**src/logic/fnd_pkg.sv**
```systemverilog
// constants, types and helpers shared by the fractional divider files
`default_nettype none
package fnd_pkg;
   // =====================================================================
   // register map
   localparam logic [11:0] ADDR_CTRL     = 12'h000;
   localparam logic [11:0] ADDR_DIVISOR  = 12'h004;
   localparam logic [11:0] ADDR_FRACTION = 12'h008;
   localparam logic [11:0] ADDR_STATUS   = 12'h00C;
   localparam logic [11:0] ADDR_SWALLOWS = 12'h010;

   // =====================================================================
   // field layout and widths
   localparam int DIV_W       = 10;
   localparam int FRAC_DIGITS = 4;
   localparam int FRAC_W      = 4 * FRAC_DIGITS;
   localparam int INTERP_W    = FRAC_DIGITS + 1;
   localparam int SWALLOW_W   = 16;
   localparam int CTRL_ENABLE_BIT     = 0;
   localparam int STATUS_ACC_LSB      = 0;
   localparam int STATUS_INTERP_LSB   = 16;
   localparam int STATUS_PENDING_BIT  = 21;
   localparam int IDX_INTERP_BIT_MSD  = INTERP_W - 1;
   localparam int IDX_INTERP_BIT_LSD  = 0;
   localparam int DECIMAL_WRAP        = 10000;

   // =====================================================================
   // reset values
   localparam logic [DIV_W-1:0]     RESET_DIVISOR  = 10'h207;
   localparam logic [FRAC_W-1:0]    RESET_FRACTION = 16'h0000;
   localparam logic [31:0]          READ_ZERO      = 32'h0000_0000;

   typedef logic [FRAC_W-1:0] fnd_bcd_type;

   // decimal value of a four digit bcd word
   function automatic int fnd_bcd2int(input fnd_bcd_type v);
      return int'(v[15:12]) * 1000 + int'(v[11:8]) * 100 + int'(v[7:4]) * 10 + int'(v[3:0]);
   endfunction
endpackage
`default_nettype wire

```
**src/logic/fnd_bcd_if.sv**
```systemverilog
// operands and result between the divider core and its bcd adder
`timescale 1ns/10ps
`default_nettype none
interface fnd_bcd_if;
   import fnd_pkg::*;
   fnd_bcd_type addend_a;
   fnd_bcd_type addend_b;
   fnd_bcd_type sum;
   logic        carry;
   modport user  (output addend_a, output addend_b, input sum, input carry);
   modport adder (input addend_a, input addend_b, output sum, output carry);
endinterface
`default_nettype wire

```
**src/logic/fnd_divider.sv**
```systemverilog
// fractional divide-by-n.f core: divider, phase accumulator, swallow gate, apb slave
//
// Behaviour
// RULE1: divider emits one pulse per programmed divisor of counted vco pulses
// RULE2: each divider pulse adds the fractional increment into the accumulator
// RULE3: accumulator starts at zero when division begins
// RULE4: overflow past one cycle subtracts one cycle, keeps remainder, deletes a pulse
// RULE5: sum exactly one cycle also overflows, leaving the accumulator at zero
// RULE6: the deleted pulse is the next vco pulse, never counted by the divider
// RULE7: accumulator value drives five interpolation bits, msd first, lsd last
// RULE8: interpolation bits carry decimal weights, ten times per step
// RULE9: zero fractional increment never swallows, plain integer division
// RULE10: divisor holds three decimal digits, fraction holds the next four
// RULE11: software keeps divisor within 420 to 704, fraction within 0000 to 9999
// RULE12: accumulator is four bcd digits, decimal carry out marks overflow
//
// Chosen here: register access over APB and the register offsets.
`timescale 1ns/10ps
`default_nettype none
module fnd_divider
   import fnd_pkg::*;
(
   input  wire logic                sys_clk,
   input  wire logic                rst,
   input  wire logic                psel,
   input  wire logic                penable,
   input  wire logic                pwrite,
   input  wire logic [11:0]         paddr,
   input  wire logic [31:0]         pwdata,
   output var  logic [31:0]         prdata,
   output var  logic                pready,
   output var  logic                pslverr,
   input  wire logic                vco_sample,
   output var  logic                div_out_pulse,
   output var  logic                swallow_pulse,
   output var  logic [INTERP_W-1:0] phase_interp_switches
);
   // =====================================================================
   // declarations
   logic                 vco_meta_reg;
   logic                 vco_sync_reg;
   logic                 vco_prev_reg;
   logic                 vco_edge;
   logic                 enable_reg,   enable_next;
   logic [DIV_W-1:0]     divisor_reg,  divisor_next;
   fnd_bcd_type          fraction_reg, fraction_next;
   logic [31:0]          prdata_reg,   prdata_next;
   logic                 pslverr_reg,  pslverr_next;
   logic [DIV_W-1:0]     cnt_reg,      cnt_next;
   fnd_bcd_type          acc_reg,      acc_next;
   logic                 pend_reg,     pend_next;
   logic                 divp_reg,     divp_next;
   logic                 swp_reg,      swp_next;
   logic [INTERP_W-1:0]  interp_reg,   interp_next;
   logic [SWALLOW_W-1:0] swcount_reg,  swcount_next;
   logic                 apb_setup;
   logic                 apb_write;
   logic                 clear_swcount;

   fnd_bcd_if acc_bus ();

   fnd_bcd_adder u_adder
   (
      .bus (acc_bus.adder)
   );

   function automatic logic addr_mapped(input logic [11:0] a);
      return (a == ADDR_CTRL) || (a == ADDR_DIVISOR) || (a == ADDR_FRACTION)
             || (a == ADDR_STATUS) || (a == ADDR_SWALLOWS);
   endfunction

   // =====================================================================
   // vco pin synchroniser, edge taken only from the second stage
   always_ff @(posedge sys_clk or posedge rst)
   begin
      if (rst)
      begin
         vco_meta_reg <= 1'b0;
         vco_sync_reg <= 1'b0;
         vco_prev_reg <= 1'b0;
      end
      else
      begin
         vco_meta_reg <= vco_sample;
         vco_sync_reg <= vco_meta_reg;
         vco_prev_reg <= vco_sync_reg;
      end
   end

   assign vco_edge = vco_sync_reg & ~vco_prev_reg;

   // =====================================================================
   // apb slave, zero wait states, read data captured in the setup cycle
   assign apb_setup     = psel & ~penable;
   assign apb_write     = psel & penable & pwrite & addr_mapped(paddr);
   assign clear_swcount = apb_write && (paddr == ADDR_SWALLOWS);

   always_comb
   begin
      enable_next   = enable_reg;
      divisor_next  = divisor_reg;
      fraction_next = fraction_reg;
      prdata_next   = prdata_reg;
      pslverr_next  = pslverr_reg;
      if (apb_setup)
      begin
         pslverr_next = ~addr_mapped(paddr);
         prdata_next  = READ_ZERO;
         if (!pwrite)
         begin
            unique case (paddr)
               ADDR_CTRL:     prdata_next[CTRL_ENABLE_BIT] = enable_reg;
               ADDR_DIVISOR:  prdata_next[DIV_W-1:0] = divisor_reg;
               ADDR_FRACTION: prdata_next[FRAC_W-1:0] = fraction_reg;
               ADDR_STATUS:
               begin
                  prdata_next[STATUS_ACC_LSB +: FRAC_W]      = acc_reg;
                  prdata_next[STATUS_INTERP_LSB +: INTERP_W] = interp_reg;
                  prdata_next[STATUS_PENDING_BIT]            = pend_reg;
               end
               ADDR_SWALLOWS: prdata_next[SWALLOW_W-1:0] = swcount_reg;
               default:       prdata_next = READ_ZERO;
            endcase
         end
      end
      if (apb_write)
      begin
         unique case (paddr)
            ADDR_CTRL:     enable_next = pwdata[CTRL_ENABLE_BIT];
            ADDR_DIVISOR:  divisor_next = pwdata[DIV_W-1:0]; // RULE10
            ADDR_FRACTION: fraction_next = pwdata[FRAC_W-1:0]; // RULE10
            default:       enable_next = enable_reg;
         endcase
      end
   end

   always_ff @(posedge sys_clk or posedge rst)
   begin
      if (rst)
      begin
         enable_reg   <= 1'b0;
         divisor_reg  <= RESET_DIVISOR;
         fraction_reg <= RESET_FRACTION;
         prdata_reg   <= READ_ZERO;
         pslverr_reg  <= 1'b0;
      end
      else
      begin
         enable_reg   <= enable_next;
         divisor_reg  <= divisor_next;
         fraction_reg <= fraction_next;
         prdata_reg   <= prdata_next;
         pslverr_reg  <= pslverr_next;
      end
   end

   assign pready  = 1'b1;
   assign prdata  = prdata_reg;
   assign pslverr = pslverr_reg;

   // =====================================================================
   // divider, accumulator and swallow gate
   assign acc_bus.addend_a = acc_reg;
   assign acc_bus.addend_b = fraction_reg;

   always_comb
   begin
      cnt_next     = cnt_reg;
      acc_next     = acc_reg;
      pend_next    = pend_reg;
      divp_next    = 1'b0;
      swp_next     = 1'b0;
      swcount_next = clear_swcount ? {SWALLOW_W{1'b0}} : swcount_reg;
      if (!enable_reg)
      begin
         // held empty while stopped so a restart begins from zero
         cnt_next  = '0;
         acc_next  = '0; // RULE3
         pend_next = 1'b0;
      end
      else if (vco_edge)
      begin
         if (pend_reg)
         begin
            // pulse removed ahead of the divider, count left untouched
            pend_next    = 1'b0; // RULE6
            swp_next     = 1'b1; // RULE4
            swcount_next = swcount_next + 1'b1; // a swallow beats a clear
         end
         else if (cnt_reg + 10'h001 == divisor_reg)
         begin
            cnt_next  = '0; // RULE1
            divp_next = 1'b1;
            acc_next  = acc_bus.sum; // RULE2 RULE5
            pend_next = acc_bus.carry; // RULE4 RULE9 RULE12
         end
         else
         begin
            cnt_next = cnt_reg + 10'h001; // RULE1
         end
      end
      // top bit weighs one whole cycle, then tenths down to ten-thousandths
      interp_next[IDX_INTERP_BIT_MSD] = pend_next; // RULE7
      for (int d = 0; d < FRAC_DIGITS; d++)
      begin
         interp_next[d] = (acc_next[4*d +: 4] != 4'h0); // RULE8
      end
   end

   always_ff @(posedge sys_clk or posedge rst)
   begin
      if (rst)
      begin
         cnt_reg     <= '0;
         acc_reg     <= '0;
         pend_reg    <= 1'b0;
         divp_reg    <= 1'b0;
         swp_reg     <= 1'b0;
         interp_reg  <= '0;
         swcount_reg <= '0;
      end
      else
      begin
         cnt_reg     <= cnt_next;
         acc_reg     <= acc_next;
         pend_reg    <= pend_next;
         divp_reg    <= divp_next;
         swp_reg     <= swp_next;
         interp_reg  <= interp_next;
         swcount_reg <= swcount_next;
      end
   end

   assign div_out_pulse         = divp_reg;
   assign swallow_pulse         = swp_reg;
   assign phase_interp_switches = interp_reg;

   logic [DIV_W-1:0] seen_reg;
   always_ff @(posedge sys_clk or posedge rst)
   begin
      if (rst)
         seen_reg <= '0;
      else if (!enable_reg || divp_reg)
         seen_reg <= '0;
      else if (vco_edge && !pend_reg)
         seen_reg <= seen_reg + 10'h001;
   end
endmodule
`default_nettype wire

```
**src/logic/fnd_bcd_adder.sv**
```systemverilog
// four digit bcd adder with decimal carry out
`timescale 1ns/10ps
`default_nettype none
module fnd_bcd_adder
   import fnd_pkg::*;
(
   fnd_bcd_if.adder bus
);
   logic [FRAC_DIGITS:0] carry_chain;
   fnd_bcd_type          digit_sum;

   assign carry_chain[0] = 1'b0;

   // =====================================================================
   // digit ripple, carry out of the top digit is one whole vco cycle
   genvar i;
   for (i = 0; i < FRAC_DIGITS; i++)
   begin : g_digit
      logic [4:0] raw;
      assign raw = {1'b0, bus.addend_a[4*i+3:4*i]} + {1'b0, bus.addend_b[4*i+3:4*i]}
                   + {4'h0, carry_chain[i]};
      assign carry_chain[i+1] = (raw > 5'h09); // RULE12
      assign digit_sum[4*i+3:4*i] = carry_chain[i+1] ? 4'(raw - 5'h0A) : raw[3:0];
   end

   assign bus.sum   = digit_sum;
   assign bus.carry = carry_chain[FRAC_DIGITS]; // RULE12
endmodule
`default_nettype wire

```
**config.mk**
```make
export PLATFORM = sky130hd
export DESIGN_NAME = fnd_divider
export DESIGN_NICKNAME = d
export VERILOG_FILES = /design/src/logic/fnd_pkg.sv /design/src/logic/fnd_bcd_if.sv /design/src/logic/fnd_divider.sv /design/src/logic/fnd_bcd_adder.sv
export SDC_FILE = /design/constraint.sdc
export NUM_CORES = 1
export LEC_CHECK = 0
export ABC_AREA = 0
export BUFFER_PORTS_ARGS = -buffer_cell sky130_fd_sc_hd__buf_2
export CAP_MARGIN = 20
export CORE_MARGIN = 10
export CORE_UTILIZATION = 33
export CTS_CLUSTER_DIAMETER = 150
export DETAILED_ROUTE_END_ITERATION = 10
export PLACE_DENSITY_LB_ADDON = 0.08
export SYNTH_ARGS = -nofsm -noshare
export SYNTH_HDL_FRONTEND = slang
export SYNTH_SLANG_ARGS = --single-unit
```
**constraint.sdc**
```tcl
create_clock -name sys_clk -period 6.6 [get_ports sys_clk]
set_clock_uncertainty 0.05 [all_clocks]
set_input_delay 1.32 -clock sys_clk [delete_from_list [all_inputs] [get_ports sys_clk]]
set_output_delay 1.32 -clock sys_clk [all_outputs]
set_load 0.02 [all_outputs]
```
==> results of run 1 <==
## cells in the mapped netlist, types with 10 or more instances
| library cell | instances |
|---|---|
| clkbuf_1 | 17 |
| mux2_1 | 21 |
| mux2i_1 | 27 |
| and2_1 | 12 |
| inv_1 | 26 |
| mux2_2 | 12 |
| xnor2_1 | 19 |
| nand2_1 | 60 |
| a21o_1 | 10 |
| nor2_1 | 51 |
| o21ai_0 | 35 |
| a21oi_1 | 18 |
| xor2_1 | 17 |
| ha_1 | 19 |
| dfrtp_1 | 97 |
| buf_4 | 14 |
## final timing paths
path | endpoint | slack (ns) | cells after the start
worst max-delay path | phase_interp_switches[3] | 0.12 | 33
worst min-delay path | vco_sync_reg | 0.30 | 0
worst max register to register | phase_interp_switches[3] | 0.12 | 33
worst min register to register | vco_sync_reg | 0.30 | 0
max in group asynchronous | prdata[3] | 4.33 | 3
min in group asynchronous | swcount_reg[13] | 0.99 | 2
## power groups by stage
| stage | combinational (mW) | sequential, mW | clock (mW) |
|---|---|---|---|
| 6_report | 0.0507 | 0.622 | 0.630 |
| 5_1_grt | 0.0572 | 0.622 | 0.668 |
| 4_1_cts | 0.0520 | 0.622 | 0.645 |
| 3_5_place_dp | 0.0520 | 0.634 | 0 |
| 3_3_place_gp | 0.0514 | 0.634 | 0 |
| 2_1_floorplan | 0.0323 | 0.634 | 0 |
## cells by family after synthesis
group,synth area share [%]
AO/OA/AOI/OAI,12.1
XOR/XNOR,5.41
adder cells (fa/ha/maj),6.48
buffers and inverters,5.19
flip-flops,43.4
multiplexers,11.0
other,0.129
AND/OR/NAND/NOR,16.2
## metal layers
layer	track usage (%)	routed length, um
met3	2.67	699
met5	0	0
met2	21.7	7220
met4	4.95	274
met1	18.4	7690
## per-stage QoR
step | cells | util (%) | setup WS (ns) | setup TNS, ns | hold WS [ns]
CTS | 900 | 40.3 | 0.0101 | 0 | 0.307
detailed placement | 883 | 37.9 | -0.306 | -0.306 | 0.294
global placement | 883 | 37.9 | -0.200 | -0.200 | 0.288
global route | 902 | 40.4 | -0.249 | -0.249 | 0.324
floorplan | 598 | - | 0.00627 | 0 | 0.281
finish | 902 | 40.4 | 0.118 | 0 | 0.301
## what timing repair did
item,4_1_cts,5_1_grt
setup endpoints to repair,1,1
resized for setup,19,4
buffers inserted,1,2
pin swaps,5,3
## area by class of cell
cell class,count,area [um2],share of cell area [%]
Multi-Input combinational cell,434,3140,44.9
Sequential cell,101,2530,36.2
Timing Repair Buffer,100,593,8.48
Tap cell,225,282,4.03
Clock buffer,10,239,3.42
Clock inverter,6,109,1.56
Inverter,26,100,1.43
==> flow_summary.yaml, run 1 <==
pwr:
  combPwrFrac_pct: 3.9
  p_seq_share_pct: 47.7
  power.internal_mw: 1.02
  finalPower_mw: 1.30
  powerDensity_nw_per_um2: 186
  p_sw_mw: 0.287
  p_leak_nw: 3.33
  switching_share_pct: 22.0
  p_clk_share_pct: 48.4
  ir_worst_vdd_mv: 0.114
cts:
  cts_root_buf: "clkbuf_16"
  numCtsBuffers: 9
  hold_buffers: 0
  worst_skew_pair.late_latency_ns: 0.36
  cts.sinks: 101
  h-tree-depth: 3
  cts.path.max_buffers: 2
  path_clk_slew_ns: 0.07
  tritoncts: "done"
critical_path:
  max_stage_delay_ns: 0.55
  worstPathArrival_ns: 6.66
  cp-end-kind: "flop"
  cp_top_family: "adder cells"
  cp.required_ns: 6.78
  startpoint: "acc_bus.addend_b[0]"
  worstPathMaxFanout: 3
  cp-start-kind: "flop"
  critPathSlowestCell: "or4_4"
  path_buf_inv: 11
  crit_type: "reg2reg"
  reg2reg_from: "acc_bus.addend_b[0]"
grt:
  grt_pass1_vias: 4623
  grt_usage_pct: 13.8
  grt_pass1_wl_um: 25800
  antenna_found_initial: 0
  grt_max_degree: 56
  grt.overflow.total: 0
finish:
  fillers: 1745
  fin_nets: 748
  drive_gt1_share_pct: 24.5
  diodes: 0
  areaGrowthSynthToFinish_pct: 19.9
  post-route-cell-area_um2: 6990
  largest_reg_flops: 21
  most-common-layout-cells: "97 x dfrtp_1, 63 x buf_2, 60 x nand2_1, 50 x nor2_1, 37 x buf_4"
  layout_commonest_cell: "dfrtp_1"
detailed_routing:
  wl_per_cell_um: 17.6
  antenna_left: 0
  vias: 4490
  via_per_inst: 4.98
  initialDrtViolationCount: 241
  totalWireLength_um: 15900
  firstDrtPassIters: 4
  drc: 0
placement:
  dp_hpwl_um: 12000
  place_area_um2: 6550
  gp_congestion: 0.829
  port_buffers: 63
timing:
  layout_worst_path_cycle_share_pct: 98.2
  max_slew_margin_pct: 27.2
  rsz0062_at_grt: "yes"
  fin_crit_ns: 6.48
  finalHoldViolCount: 0
  max_freq_mhz: 154
  setup_viol: 0
  finalMaxSlewViolations: 0
  tightest_slew_ns: 1.09
synth:
  yosysTopAreaCell: "dfrtp_1"
  yosysUniqueCellTypes: 59
  yosys_warnings: 0
  ys.flop_type: "dfrtp_1"
  ys_async_sr_fraction_pct: 100
  syn_area_um2: 5830
  synth.top_cell.area_share_pct: 41.6
  synth.area.top_cells: "dfrtp_1 42%, mux2i_1 4.6%, ha_1 4.1%"
  synth_edf_count: 0
  syn_inst: 589
  ys_seq_area_share_pct: 43.4
  ys_ff_latch: 101
  syn_avg_cell_area_um2: 9.90
hold_path:
  min_path_type: "reg2reg"
  hp-start: "vco_meta_reg"
die:
  ios: 91
  row_count: 48
  die_area_um2: 23400
  die_x_um: 153
  floorplan.initialDensity_pct: 33.7
  core_um2: 17300
  dieHeight_um: 153
flow_run:
  cap_violations: 0
run_status:
  status: "finished, final reports clean"
Power figures use the tool's default switching activity.
==> run 2, diff against run 1 <==
--- a/config.mk
+++ b/config.mk
@@ -12,6 +12,7 @@
 export CORE_UTILIZATION = 33
 export CTS_CLUSTER_DIAMETER = 150
 export DETAILED_ROUTE_END_ITERATION = 10
+export MAX_ROUTING_LAYER = met4
 export PLACE_DENSITY_LB_ADDON = 0.08
 export SYNTH_ARGS = -nofsm -noshare
 export SYNTH_HDL_FRONTEND = slang
==> constraint.sdc (replaced) <==
create_clock -name sys_clk -period 6.6 [get_ports sys_clk]
set_clock_uncertainty 0.05 [all_clocks]
set_input_delay 1.32 -clock sys_clk [delete_from_list [all_inputs] [get_ports sys_clk]]
set_output_delay 1.32 -clock sys_clk [all_outputs]
set_load 0.005 [all_outputs]
==> run 2 against run 1 <==
  * Fmax is essentially flat
  * Setup slack lost 0.0036 ns
  * Critical endpoint unchanged
  * First-iteration DRC count grew 9.5%
  * Final cell count is the same
  * Non-clock buffer count is the same
  * Total power shrank 0.26%
  * Largest power group unchanged
  * Die area is the same
  * Clock power is essentially flat
==> flow_summary.yaml, run 2 (synthesis gave the netlist of run 1 again) <==
cts:
  path_clk_slew_ns: 0.07
  cts.path.max_buffers: 2
  tritoncts: "done"
  worst_skew_pair.late_latency_ns: 0.36
  hold_buffers: 0
  h-tree-depth: 3
  cts.sinks: 101
  cts_root_buf: "clkbuf_16"
  numCtsBuffers: 9
timing:
  rsz0062_at_grt: "yes"
  layout_worst_path_cycle_share_pct: 98.3
  whs_ns: 0.303
  max_slew_margin_pct: 29.5
  finalHoldViolCount: 0
  fin_setup_tns_ns: 0
  finalMaxSlewViolations: 0
  max_freq_mhz: 154
  fin_crit_ns: 6.49
  setup_viol: 0
  tightest_slew_ns: 1.05
detailed_routing:
  initialDrtViolationCount: 264
  top_layer_used: "met4"
  vias: 4502
  wl_per_cell_um: 17.6
  wl_met1_um: 7700
  dr_wl_met2_um: 7240
  via_per_inst: 4.99
  drc: 0
  wl_met3_um: 668
  antenna_left: 0
  totalWireLength_um: 15900
  firstDrtPassIters: 4
finish:
  drive_gt1_share_pct: 24.5
  most-common-layout-cells: "97 x dfrtp_1, 63 x buf_2, 60 x nand2_1, 50 x nor2_1, 37 x buf_4"
  layout_commonest_cell: "dfrtp_1"
  fin_util_pct: 40.4
  areaGrowthSynthToFinish_pct: 19.9
  diodes: 0
  fin_nets: 748
  largest_reg_flops: 21
die:
  dieHeight_um: 153
  floorplan.initialDensity_pct: 33.7
  row_count: 48
  core_um2: 17300
  ios: 91
  die_area_um2: 23400
  die_x_um: 153
pwr:
  ir_worst_vdd_mv: 0.115
  powerDensity_nw_per_um2: 186
  p_leak_nw: 3.33
critical_path:
  cp.required_ns: 6.78
  r2r_setup_slack_ns: 0.11
  path_buf_inv: 11
  worstPathMaxFanout: 3
  cp-end-kind: "flop"
  cp_top_family: "adder cells"
  worstPathArrival_ns: 6.66
  max_stage_delay_ns: 0.55
  critPathSlowestCell: "or4_4"
  crit_type: "reg2reg"
  cp-start-kind: "flop"
placement:
  dp_hpwl_um: 12000
  port_buffers: 63
  gp_congestion: 0.842
grt:
  antenna_found_initial: 0
  grt_usage_pct: 14.2
  grt_pass1_vias: 4618
  grt_max_degree: 56
  grt_pass1_wl_um: 25800
  grt.overflow.total: 0
hold_path:
  min_path_type: "reg2reg"
run_status:
  status: "finished, final reports clean"
flow_run:
  cap_violations: 0
run 2: cell counts in the layout (fill, tap and decap cells not counted):
Identical to the previous run, type by type.
run 2: routing by layer:
| metal | up-vias | track usage, % |
|---|---|---|
| li1 | 2206 | - |
| met1 | 2199 | 18.6 |
| met2 | 80 | 21.6 |
| met3 | 17 | 2.47 |
| met4 | 0 | 4.95 |
| met5 | - | - |
run 2: power breakdown:
part	internal, mW	leakage [nW]	switching (mW)
Clock	0.381	0.173	0.250
Combinational	0.0138	1.79	0.0320
Sequential	0.620	1.37	0.00112
Total	1.02	3.33	0.284
run 2: what timing repair did:
item                                    in CTS  in global routing
endpoints found under the setup margin       1                  1
buffers inserted                             1                  2
resized for setup                           19                  4
hold endpoints to repair                     0                  0
pin swaps                                    5                  3
run 2: path summary, 6_finish.rpt:
check / startpoint / end / cells past startpoint
setup reg to reg: acc_bus.addend_b[0] / phase_interp_switches[3] / 33
min in group asynchronous: rst / swcount_reg[13] / 2
max in group asynchronous: rst / prdata[3] / 3
hold / removal: vco_meta_reg / vco_sync_reg / 0
setup / recovery: acc_bus.addend_b[0] / phase_interp_switches[3] / 33
hold reg to reg: vco_meta_reg / vco_sync_reg / 0
run 2: area by class of cell:
class / count / area (um2)
tap: 225 / 282
timing repair buffer: 100 / 593
fill: 1745 / 10300
inverter: 26 / 100
clock inverter: 6 / 109
multi-input combinational: 434 / 3140
clock buffer: 10 / 239
sequential: 101 / 2530
run 2: stage by stage:
| step | instance area, um2 | instances | worst slack (ns) | power, mW |
|---|---|---|---|---|
| final | 6990 | 902 | 0.115 | 1.30 |
| after global routing | 6990 | 902 | -0.249 | 1.34 |
| after CTS | 6970 | 900 | 0.0101 | 1.31 |
| after detailed placement | 6550 | 883 | -0.306 | 0.681 |
| after global placement | 6550 | 883 | -0.200 | 0.680 |
| after floorplan | 5890 | 598 | 0.00627 | 0.661 |
